File: src/common/core_regs_pkg.sv
// constants shared by the core register file block
// assumes a single aclk domain and an axi4-lite master outside
package core_regs_pkg;
  localparam int          NUM_REGS    = 32;
  localparam logic [4:0]  PTR_X_LO    = 5'h1A;
  localparam logic [4:0]  PTR_Y_LO    = 5'h1C;
  localparam logic [4:0]  PTR_Z_LO    = 5'h1E;
  localparam logic [15:0] IO_BASE     = 16'h0020;
  localparam logic [15:0] IO_LAST     = 16'h005F;
  localparam logic [15:0] REG_LAST    = 16'h001F;
  localparam logic [7:0]  FLAGS_RESET = 8'h00;
  localparam int          BIT_IRQ_EN  = 7;
  localparam int          BIT_COPY    = 6;
  localparam int          BIT_HALF    = 5;
  localparam int          BIT_SIGN    = 4;
  localparam int          BIT_OVF     = 3;
  localparam int          BIT_NEG     = 2;
  localparam int          BIT_ZERO    = 1;
  localparam int          BIT_CARRY   = 0;
  // axi register map
  localparam logic [7:0]  OFS_FLAGS   = 8'h00;
  localparam logic [7:0]  OFS_PC      = 8'h04;
  localparam logic [7:0]  OFS_GPR     = 8'h80;
  localparam logic [1:0]  RESP_OKAY   = 2'h0;
  localparam logic [1:0]  RESP_SLVERR = 2'h2;
  localparam logic [15:0] PC_RESET    = 16'h0000;
  typedef enum logic [1:0] {PM_DISP, PM_POSTINC, PM_PREDEC} ptr_mode_e;
endpackage

File: src/core/core_regs.sv
// cpu working registers, pointer unit, flag register and fetch stage
// assumes decoder/alu on aclk drive the request ports; axi4-lite master
module core_regs
  import core_regs_pkg::*;
#(
  parameter int NUM_IRQ = 8
)(
  input  wire logic               aclk,
  input  wire logic               aresetn,
  input  wire logic               clk_en,
  input  wire logic [15:0]        prog_data,
  input  wire logic               prog_two_word,
  output logic      [15:0]        program_counter,
  output logic      [15:0]        instr_q,
  output logic      [15:0]        instr_ext_q,
  input  wire logic [4:0]         rd_a_addr,
  input  wire logic [4:0]         rd_b_addr,
  output logic      [7:0]         rd_a_data,
  output logic      [7:0]         rd_b_data,
  output logic      [15:0]        rd_wide_data,
  input  wire logic               wr_en,
  input  wire logic               wr_wide,
  input  wire logic [4:0]         wr_addr,
  input  wire logic [15:0]        wr_data,
  input  wire logic               ptr_req,
  input  wire logic [1:0]         ptr_sel,
  input  wire logic [1:0]         ptr_mode,
  input  wire logic [5:0]         ptr_disp,
  input  wire logic               ptr_we,
  input  wire logic [7:0]         ptr_wdata,
  output logic      [15:0]        ptr_addr,
  output logic                    ptr_hit_reg,
  output logic                    ptr_hit_io,
  output logic      [5:0]         ptr_io_addr,
  output logic      [7:0]         ptr_reg_rdata,
  input  wire logic               table_req,
  output logic      [15:0]        flash_addr,
  input  wire logic [7:0]         alu_flag_we,
  input  wire logic [7:0]         alu_flags,
  input  wire logic               set_irq_enable_instr,
  input  wire logic               clear_irq_enable_instr,
  input  wire logic               return_from_irq_instr,
  input  wire logic               store_bit_to_copy_flag,
  input  wire logic               load_bit_from_copy_flag,
  input  wire logic [4:0]         bit_reg,
  input  wire logic [2:0]         bit_pos,
  input  wire logic [NUM_IRQ-1:0] irq_pending,
  input  wire logic               call_instr,
  output logic      [7:0]         status_flags,
  output logic                    irq_take_q,
  output logic      [$clog2(NUM_IRQ)-1:0] irq_index_q,
  output logic                    stack_push_q,
  output logic      [15:0]        stack_pc_q,
  input  wire logic [7:0]         s_axi_awaddr,
  input  wire logic               s_axi_awvalid,
  output logic                    s_axi_awready,
  input  wire logic [31:0]        s_axi_wdata,
  input  wire logic [3:0]         s_axi_wstrb,
  input  wire logic               s_axi_wvalid,
  output logic                    s_axi_wready,
  output logic      [1:0]         s_axi_bresp,
  output logic                    s_axi_bvalid,
  input  wire logic               s_axi_bready,
  input  wire logic [7:0]         s_axi_araddr,
  input  wire logic               s_axi_arvalid,
  output logic                    s_axi_arready,
  output logic      [31:0]        s_axi_rdata,
  output logic      [1:0]         s_axi_rresp,
  output logic                    s_axi_rvalid,
  input  wire logic               s_axi_rready
);
  localparam int IW = $clog2(NUM_IRQ);

  logic [7:0]  rf_q [NUM_REGS];
  logic [15:0] ptr_val;
  logic [15:0] ptr_next;
  logic [15:0] ptr_eff;
  logic [4:0]  ptr_lo;
  logic        irq_win;
  logic [IW-1:0] irq_sel;
  logic [7:0]  aw_q;
  logic [31:0] w_q;
  logic        aw_has_q;
  logic        w_has_q;
  logic        w_strb_q;
  logic        axi_wr;
  logic        axi_gpr_w;

  // pointer select, even register low byte
  always_comb
  begin
    unique case (ptr_sel)
      2'd0:    ptr_lo = PTR_X_LO;
      2'd1:    ptr_lo = PTR_Y_LO;
      default: ptr_lo = PTR_Z_LO;
    endcase
  end
  assign ptr_val = {rf_q[ptr_lo | 5'd1], rf_q[ptr_lo]};

  // effective address and written-back pointer
  always_comb
  begin
    ptr_eff  = ptr_val;
    ptr_next = ptr_val;
    unique case (ptr_mode_e'(ptr_mode))
      PM_DISP:    ptr_eff = ptr_val + {10'h000, ptr_disp};
      PM_POSTINC: ptr_next = ptr_val + 16'h0001;
      PM_PREDEC:
      begin
        ptr_next = ptr_val - 16'h0001;
        ptr_eff  = ptr_next;
      end
      default:    ptr_eff = ptr_val;
    endcase
  end

  function automatic logic is_reg(input logic [15:0] a);
    return a <= REG_LAST;
  endfunction

  // axi write completes when both halves held
  assign axi_wr    = aw_has_q && w_has_q && !s_axi_bvalid;
  assign axi_gpr_w = axi_wr && aw_q[7] && w_strb_q; // strobe kept with data

  // working registers, later writes take precedence
  always_ff @(posedge aclk)
  begin
    if (!aresetn)
    begin
      for (int i = 0; i < NUM_REGS; i++)
        rf_q[i] <= 8'h00;
    end
    else if (clk_en)
    begin
      if (axi_gpr_w)
        rf_q[aw_q[6:2]] <= w_q[7:0];
      if (wr_en && !wr_wide)
        rf_q[wr_addr] <= wr_data[7:0];
      if (wr_en && wr_wide)
      begin
        rf_q[wr_addr & 5'h1E] <= wr_data[7:0];
        rf_q[wr_addr | 5'h01] <= wr_data[15:8];
      end
      if (ptr_req && ptr_mode_e'(ptr_mode) != PM_DISP)
      begin
        rf_q[ptr_lo]         <= ptr_next[7:0];
        rf_q[ptr_lo | 5'd1]  <= ptr_next[15:8];
      end
      if (ptr_req && ptr_we && is_reg(ptr_eff))
        rf_q[ptr_eff[4:0]] <= ptr_wdata;
      if (load_bit_from_copy_flag)
        rf_q[bit_reg][bit_pos] <= status_flags[BIT_COPY];
    end
  end

  // registered operand ports
  always_ff @(posedge aclk)
  begin
    if (!aresetn)
    begin
      rd_a_data    <= 8'h00;
      rd_b_data    <= 8'h00;
      rd_wide_data <= 16'h0000;
    end
    else if (clk_en)
    begin
      rd_a_data    <= rf_q[rd_a_addr];
      rd_b_data    <= rf_q[rd_b_addr];
      rd_wide_data <= {rf_q[rd_a_addr | 5'h01], rf_q[rd_a_addr & 5'h1E]};
    end
  end

  // data-space decode of pointer accesses
  always_ff @(posedge aclk)
  begin
    if (!aresetn)
    begin
      ptr_addr      <= 16'h0000;
      ptr_hit_reg   <= 1'b0;
      ptr_hit_io    <= 1'b0;
      ptr_io_addr   <= 6'h00;
      ptr_reg_rdata <= 8'h00;
      flash_addr    <= 16'h0000;
    end
    else if (clk_en)
    begin
      if (ptr_req)
      begin
        ptr_addr      <= ptr_eff;
        ptr_hit_reg   <= is_reg(ptr_eff);
        ptr_hit_io    <= ptr_eff >= IO_BASE && ptr_eff <= IO_LAST;
        ptr_io_addr   <= 6'(ptr_eff - IO_BASE);
        ptr_reg_rdata <= rf_q[ptr_eff[4:0]];
      end
      else
      begin
        ptr_hit_reg <= 1'b0;
        ptr_hit_io  <= 1'b0;
      end
      if (table_req)
        flash_addr <= {rf_q[PTR_Z_LO | 5'd1], rf_q[PTR_Z_LO]};
    end
  end

  // priority pick: lowest pending index
  always_comb
  begin
    irq_sel = '0;
    for (int i = NUM_IRQ - 1; i >= 0; i--)
      if (irq_pending[i])
        irq_sel = IW'(i);
  end
  assign irq_win = status_flags[BIT_IRQ_EN] && |irq_pending
                   && !clear_irq_enable_instr && !irq_take_q;

  // flag register
  always_ff @(posedge aclk)
  begin
    if (!aresetn)
      status_flags <= FLAGS_RESET;
    else if (clk_en)
    begin
      if (axi_wr && aw_q == OFS_FLAGS && w_strb_q)
        status_flags <= {w_q[7:5], w_q[BIT_NEG] ^ w_q[BIT_OVF],
                         w_q[3:0]}; // software restore
      else
      begin
        // sign is never taken from the mask, only rebuilt from n and v
        for (int b = 0; b < 7; b++)
          if (alu_flag_we[b] && b != BIT_SIGN)
            status_flags[b] <= alu_flags[b];
        if (alu_flag_we[BIT_NEG] || alu_flag_we[BIT_OVF])
          status_flags[BIT_SIGN] <=
            (alu_flag_we[BIT_NEG] ? alu_flags[BIT_NEG]
                                  : status_flags[BIT_NEG]) ^
            (alu_flag_we[BIT_OVF] ? alu_flags[BIT_OVF]
                                  : status_flags[BIT_OVF]);
        if (store_bit_to_copy_flag)
          status_flags[BIT_COPY] <= rf_q[bit_reg][bit_pos];
        if (irq_win)
          status_flags[BIT_IRQ_EN] <= 1'b0;
        else if (clear_irq_enable_instr)
          status_flags[BIT_IRQ_EN] <= 1'b0;
        else if (set_irq_enable_instr || return_from_irq_instr)
          status_flags[BIT_IRQ_EN] <= 1'b1;
      end
    end
  end

  // interrupt take and return-address push
  always_ff @(posedge aclk)
  begin
    if (!aresetn)
    begin
      irq_take_q   <= 1'b0;
      irq_index_q  <= '0;
      stack_push_q <= 1'b0;
      stack_pc_q   <= PC_RESET;
    end
    else if (clk_en)
    begin
      irq_take_q   <= irq_win;
      stack_push_q <= irq_win || call_instr;
      if (irq_win)
        irq_index_q <= irq_sel;
      if (irq_win || call_instr)
        stack_pc_q <= program_counter;
    end
  end

  // one-stage prefetch
  always_ff @(posedge aclk)
  begin
    if (!aresetn)
    begin
      program_counter <= PC_RESET;
      instr_q         <= 16'h0000;
      instr_ext_q     <= 16'h0000;
    end
    else if (clk_en)
    begin
      program_counter <= program_counter + 16'h0001;
      if (prog_two_word)
        instr_ext_q <= prog_data;
      else
        instr_q <= prog_data;
    end
  end

  // axi write channels, either order
  always_ff @(posedge aclk)
  begin
    if (!aresetn)
    begin
      aw_has_q     <= 1'b0;
      w_has_q      <= 1'b0;
      aw_q         <= 8'h00;
      w_q          <= 32'h0000_0000;
      s_axi_bvalid <= 1'b0;
      s_axi_bresp  <= RESP_OKAY;
      s_axi_awready <= 1'b1;
      s_axi_wready  <= 1'b1;
      w_strb_q      <= 1'b0;
    end
    else if (clk_en)
    begin
      if (s_axi_awvalid && s_axi_awready)
      begin
        aw_q          <= s_axi_awaddr;
        aw_has_q      <= 1'b1;
        s_axi_awready <= 1'b0;
      end
      if (s_axi_wvalid && s_axi_wready)
      begin
        w_q          <= s_axi_wdata;
        w_strb_q     <= s_axi_wstrb[0];
        w_has_q      <= 1'b1;
        s_axi_wready <= 1'b0;
      end
      if (axi_wr)
      begin
        aw_has_q     <= 1'b0;
        w_has_q      <= 1'b0;
        s_axi_bvalid <= 1'b1;
        s_axi_bresp  <= (aw_q == OFS_FLAGS || aw_q[7]) ? RESP_OKAY
                                                      : RESP_SLVERR;
      end
      else if (s_axi_bready && s_axi_bvalid)
      begin
        s_axi_bvalid  <= 1'b0;
        s_axi_awready <= 1'b1; // both halves free again
        s_axi_wready  <= 1'b1;
      end
    end
  end

  // axi read channel, one cycle latency
  always_ff @(posedge aclk)
  begin
    if (!aresetn)
    begin
      s_axi_rvalid  <= 1'b0;
      s_axi_rdata   <= 32'h0000_0000;
      s_axi_rresp   <= RESP_OKAY;
      s_axi_arready <= 1'b1;
    end
    else if (clk_en)
    begin
      if (s_axi_arvalid && s_axi_arready)
      begin
        s_axi_arready <= 1'b0;
        s_axi_rvalid <= 1'b1;
        s_axi_rresp  <= RESP_OKAY;
        if (s_axi_araddr[7])
          s_axi_rdata <= {24'h000000, rf_q[s_axi_araddr[6:2]]};
        else if (s_axi_araddr == OFS_FLAGS)
          s_axi_rdata <= {24'h000000, status_flags};
        else if (s_axi_araddr == OFS_PC)
          s_axi_rdata <= {16'h0000, program_counter};
        else
        begin
          s_axi_rdata <= 32'h0000_0000;
          s_axi_rresp <= RESP_SLVERR;
        end
      end
      else if (s_axi_rready && s_axi_rvalid)
      begin
        s_axi_rvalid  <= 1'b0;
        s_axi_arready <= 1'b1; // next read may be taken
      end
    end
  end
endmodule

File: config.mk
export PLATFORM = sky130hd
export DESIGN_NAME = core_regs
export DESIGN_NICKNAME = d
export VERILOG_FILES = /design/src/common/core_regs_pkg.sv /design/src/core/core_regs.sv
export SDC_FILE = /design/constraint.sdc
export NUM_CORES = 2
export LEC_CHECK = 0
export BUFFER_PORTS_ARGS = -buffer_cell sky130_fd_sc_hd__buf_2
export CORE_MARGIN = 5
export CORE_UTILIZATION = 30
export CTS_CLUSTER_SIZE = 16
export DETAILED_ROUTE_END_ITERATION = 12
export PLACE_DENSITY_LB_ADDON = 0.12
export SLEW_MARGIN = 40
export SYNTH_ARGS = -nofsm -noshare
export SYNTH_HDL_FRONTEND = slang
export SYNTH_SLANG_ARGS = --single-unit
File: constraint.sdc
create_clock -name aclk -period 13.9 [get_ports aclk]
set_clock_uncertainty 0.15 [all_clocks]
set_input_delay 1.39 -clock aclk [delete_from_list [all_inputs] [get_ports aclk]]
set_output_delay 1.39 -clock aclk [all_outputs]
set_load 0.05 [all_outputs]
### Word-level counts from Yosys, hierarchy flattened

Memory sizes are Yosys's and may differ from the RTL's. A register that Yosys moved wholly into a read port is not among the register bits.
Index checks and enable logic that the tools add are counted.

* register bits after elaboration: 161
* RAM bits: 256
* input bits: 169
* output and inout port bits: 198
* logic and storage cells: 230
* memories: 1

* $add $sub $neg: 5
* magnitude comparators: 5
* equality and inequality tests: 4
* muxes and demuxes: 101
* bitwise operators: 3
* reduce and logical (&&, ||, !) cells: 80

Memory list
* rf_q: depth 32, bits a word 8, read ports 11, clocked after Yosys merged registers in 7, wr ports 32, line core_regs.sv:74 `logic [7:0] rf_q [NUM_REGS];`

Operators with widths (number)
* $mux 8: 11
* $reduce_or 8->1: 9
* $pmux 16 s2: 2
* $mux 1: 62
* $mux 16: 3
* $mux 5: 8
* $reduce_and 2->1: 20
* $add 16x1->16 const B: 2
* $mux 3: 8
* $logic_and 1x1->1: 21
* $reduce_bool 2->1: 9
* $add 16x6->16: 1
* $ge 16x6->1 const B: 1
* $le 16x5->1 const B: 1
* $le 16x7->1 const B: 1
* $logic_not 8->1: 2
* $sub 16x1->16 const B: 1
* $logic_not 1->1: 11
* $eq 8x3->1 const B: 1
* $mux 2: 4
* $pmux 3 s2: 1
* $sub 6x6->6 const B: 1
* $eq 2x1->1 const B: 2
* $logic_not 2->1: 2
* other kinds (10): 14

### Logic depth before layout (Yosys ltp)

An unclocked memory read counts as a cell.

* word-level depth: 13
* gate-level depth with buffers: 20
* mapped depth without buffers: 14

### Least setup slack after synthesis

Ideal clock, no wire load.

* path type: input-to-reg
* start: in ptr_sel[0]
* end: mem rf_q[17][5] (data pin)
* setup time: 260 ps
* arrival time: 5618 ps
* required time: 13490 ps
* path slack: 7872 ps
* stages on the path: 17
* buffers on the path: 3
* path through: buf_6 > mux2_4 > mux2_4 > clkinv_2 > ha_1 > or4bb_1 > o41ai_4 > nand4_2 > o31a_1 > nor4_1 > nor3b_2 > buf_2 > nand4_2 > nor4_1 > buf_2 > mux2_2 > mux2_2

RTL lines
* from (decl): line core_regs.sv:26 `input wire logic [1:0] ptr_sel,`
* to (decl): line core_regs.sv:74

==> impl_metrics.json <==
{
  "nFillCells": 14700,
  "period_needed_ns": 7.39,
  "comb_power_share_pct": 27.9,
  "p_switching_mw": 1.73,
  "startpoint_type": "input pin",
  "clock_sink_count": 450,
  "p_per_area_mw_per_mm2": 94.9,
  "ios": 367,
  "hold_path.class": "reg2reg",
  "ctsResizeCount": 0,
  "first_iter_violations": 7149,
  "critPathMaxFanout": 20,
  "synth_edf_count": 256,
  "drv_slew": 0,
  "core_area_mm2": 0.139,
  "clockBufferDepth": 3,
  "grt_use_total_pct": 32.7,
  "ant_nets": 0,
  "holdWs_ns": 0.298,
  "num-nets-final": 5337,
  "syn-instance-count": 5164,
  "drive_gt1_share_pct": 19.6,
  "hpwl_um": 174000,
  "worstRegToRegCells": 15,
  "reg2reg_slack_ns": 7.15,
  "numCtsBuffers": 60,
  "setup_viol": 0,
  "startpoint": "ptr_sel[0]",
  "cts_tree": "built",
  "gr-total-overflow": 0,
  "wire_per_inst_um": 35.8,
  "tightest_slew_ns": 0.978,
  "netlist_area_mm2": 0.0420,
  "first_global_vias": 41500,
  "die_area_mm2": 0.148,
  "start_util_pct": 30.1,
  "antenna_found_initial": 22,
  "min_to": "stack_pc_q[4]",
  "max_flop_register": "rf_q",
  "cap_violations": 0,
  "critPathRequiredTime_ns": 14.13,
  "yosys_warnings": 0,
  "rr_endpoint": "rf_q[6][7]",
  "clkPwrFrac_pct": 36.7,
  "fin_crit_sh_pct": 53.2,
  "cts_hold_buf": 0,
  "fmaxAchievable_mhz": 135,
  "path_clk_slew_ns": 0.06,
  "yosysTopAreaCell": "edfxtp_1",
  "seqCellArea_mm2": 0.0116,
  "ys_async_sr_fraction_pct": 0,
  "power.internal_mw": 2.78,
  "die_w_um": 384,
  "largest_reg_flops": 256,
  "drtPass1Iterations": 6,
  "dp.cells": 6964,
  "p_sw_share_pct": 38.3,
  "synth_seq_cells": 450,
  "cts-root-buf": "clkbuf_16",
  "routed_via_density": 6.58,
  "ys_seq_area_share_pct": 27.6,
  "rsz0062_at_grt": "no",
  "hold_depth": 2,
  "grt_pass1_wl_um": 342000,
  "status": "finished clean",
  "finalHoldViolations": 0,
  "synthFlopType": "edfxtp_1",
  "rows": 137,
  "tns_ns": 0,
  "grt_max_degree": 157,
  "r2r-start": "rf_q[28][5]",
  "p_leak_nw": 16.6,
  "yosysTopAreaCellShare_pct": 18.3,
  "clkLatencyLatePin_ns": 0.70,
  "worst_ep_arrival_time_ns": 7.62,
  "synth_top_cells_by_area": "edfxtp_1 18%, mux4_2 17%, dfxtp_1 9.2%",
  "post_cts_buffers": 0,
  "instances_no_fill": 7086,
  "min_from": "stack_pc_q[4]",
  "h-tree-depth": 2,
  "multiInputGateArea_mm2": 0.0287,
  "post_dp_cell_area_mm2": 0.0453,
  "end_kind": "flip-flop",
  "design_area_mm2": 0.0476,
  "finalWeightedCongestion": 1.02,
  "p_seq_share_pct": 35.3,
  "wl_um": 253000,
  "areaGrowthSynthToFinish_pct": 13.3,
  "num_vias": 46700,
  "dieHeight_um": 384,
  "slew-limit-headroom_pct": 34.4,
  "avgSynthCellArea_um2": 8.13,
  "path_class": "in2reg",
  "ir_worst_vdd_mv": 0.106,
  "io_buffers": 317,
  "drc": 0,
  "netlist-cell-type-count": 100
}
==> Yosys cell counts, drive strengths merged, types with 47 or more instances <==
cell type / instances
nand3: 163
a31oi: 79
mux4: 308
and3: 47
a221oi: 60
a22oi: 114
buf: 129
clkbuf: 416
o21ai: 355
nand2: 963
a211oi: 151
nor3: 190
edfxtp: 256
dfxtp: 194
nor2: 746
mux2i: 161
a221o: 108
a21oi: 256
==> metrics by stage <==
stage               power, mW  worst slack [ns]  utilization (%)
finish                   4.51              6.51             34.1
global route             4.60              6.37             34.1
CTS                      4.47              6.54             34.0
detailed placement       2.82              5.81             32.5
global placement         2.81              5.66             32.3
floorplan                2.29              7.87                -
==> power by group through the flow <==
| stage | clock network [mW] | logic [mW] | registers [mW] |
|---|---|---|---|
| after floorplan | 0 | 0.669 | 1.62 |
| after global placement | 0 | 1.20 | 1.61 |
| after detailed placement | 0 | 1.21 | 1.61 |
| after CTS | 1.67 | 1.21 | 1.59 |
| after global routing | 1.72 | 1.29 | 1.59 |
| final | 1.66 | 1.26 | 1.59 |
==> critical path, stage by stage <==
cell	delay, ns
buf_2	0.50
mux2i_1	0.41
o21a_1	0.59
inv_1	0.18
ha_1	0.41
nand2_1	0.07
a21oi_1	0.25
o211a_1	0.39
mux2i_1	0.22
nand3_1	0.16
nor4b_4	0.80
nand3_2	0.71
nor3_4	0.93
nor4b_2	0.23
buf_4	0.24
o21ai_0	0.08
==> area by class of cell <==
class | count | area share, %
clock buffers | 87 | 3.81
diodes | 7 | 0.0368
multi-input cells | 4159 | 60.3
repair buffers | 457 | 5.87
inverters | 27 | 0.232
clock inverters | 23 | 0.437
flip-flops and latches | 450 | 24.4
well taps | 1876 | 4.94
==> layer usage <==
layer | wire, um | share of wire (%) | up-vias | global-route usage, %
li1 | - | - | 19400 | -
met1 | 96800 | 38 | 22900 | 43.0
met2 | 103000 | 41 | 3628 | 46.4
met3 | 36300 | 14 | 743 | 11.7
met4 | 17300 | 6.8 | 22 | 18.6
met5 | 202 | 0.080 | - | 0.364
==> worst max-delay path by stage <==
stage	to	slack [ns]	cells past startpoint
3_3_place_gp	rf_q[14][1]	5.66	17
6_report	rf_q[6][7]	6.51	16
2_1_floorplan	rf_q[17][5]	7.87	17
4_1_cts	rf_q[6][7]	6.54	16
5_1_grt	rf_q[6][7]	6.37	16
3_5_place_dp	rf_q[6][7]	5.81	16
==> cells in the final DEF, fill, tap and decap left out, types with 32 or more instances in the layout <==
| master | instances |
|---|---|
| mux2i_1 | 157 |
| mux4_2 | 308 |
| a221oi_1 | 53 |
| a221o_1 | 108 |
| nor3_1 | 163 |
| nand2_1 | 952 |
| a311oi_1 | 41 |
| o21ai_0 | 334 |
| buf_4 | 133 |
| and3_1 | 45 |
| nand3_1 | 156 |
| a22oi_1 | 114 |
| edfxtp_1 | 256 |
| a31oi_1 | 79 |
| a211oi_1 | 150 |
| dfxtp_1 | 185 |
| buf_2 | 311 |
| a21oi_1 | 255 |
| nand4_1 | 32 |
| clkbuf_16 | 66 |
| nor2_1 | 730 |
==> cells by family after synthesis <==
| logic type | synth area share [%] |
|---|---|
| AOI/OAI and AO/OA | 20.9 |
| muxes | 21.0 |
| and+or+nand+nor | 24.1 |
| other | 0.00893 |
| xor gates and xnor gates | 0.563 |
| buffers and inverters | 5.53 |
| DFF | 27.6 |
| adders and majority gates | 0.405 |
(Power assumes the default switching activity.)
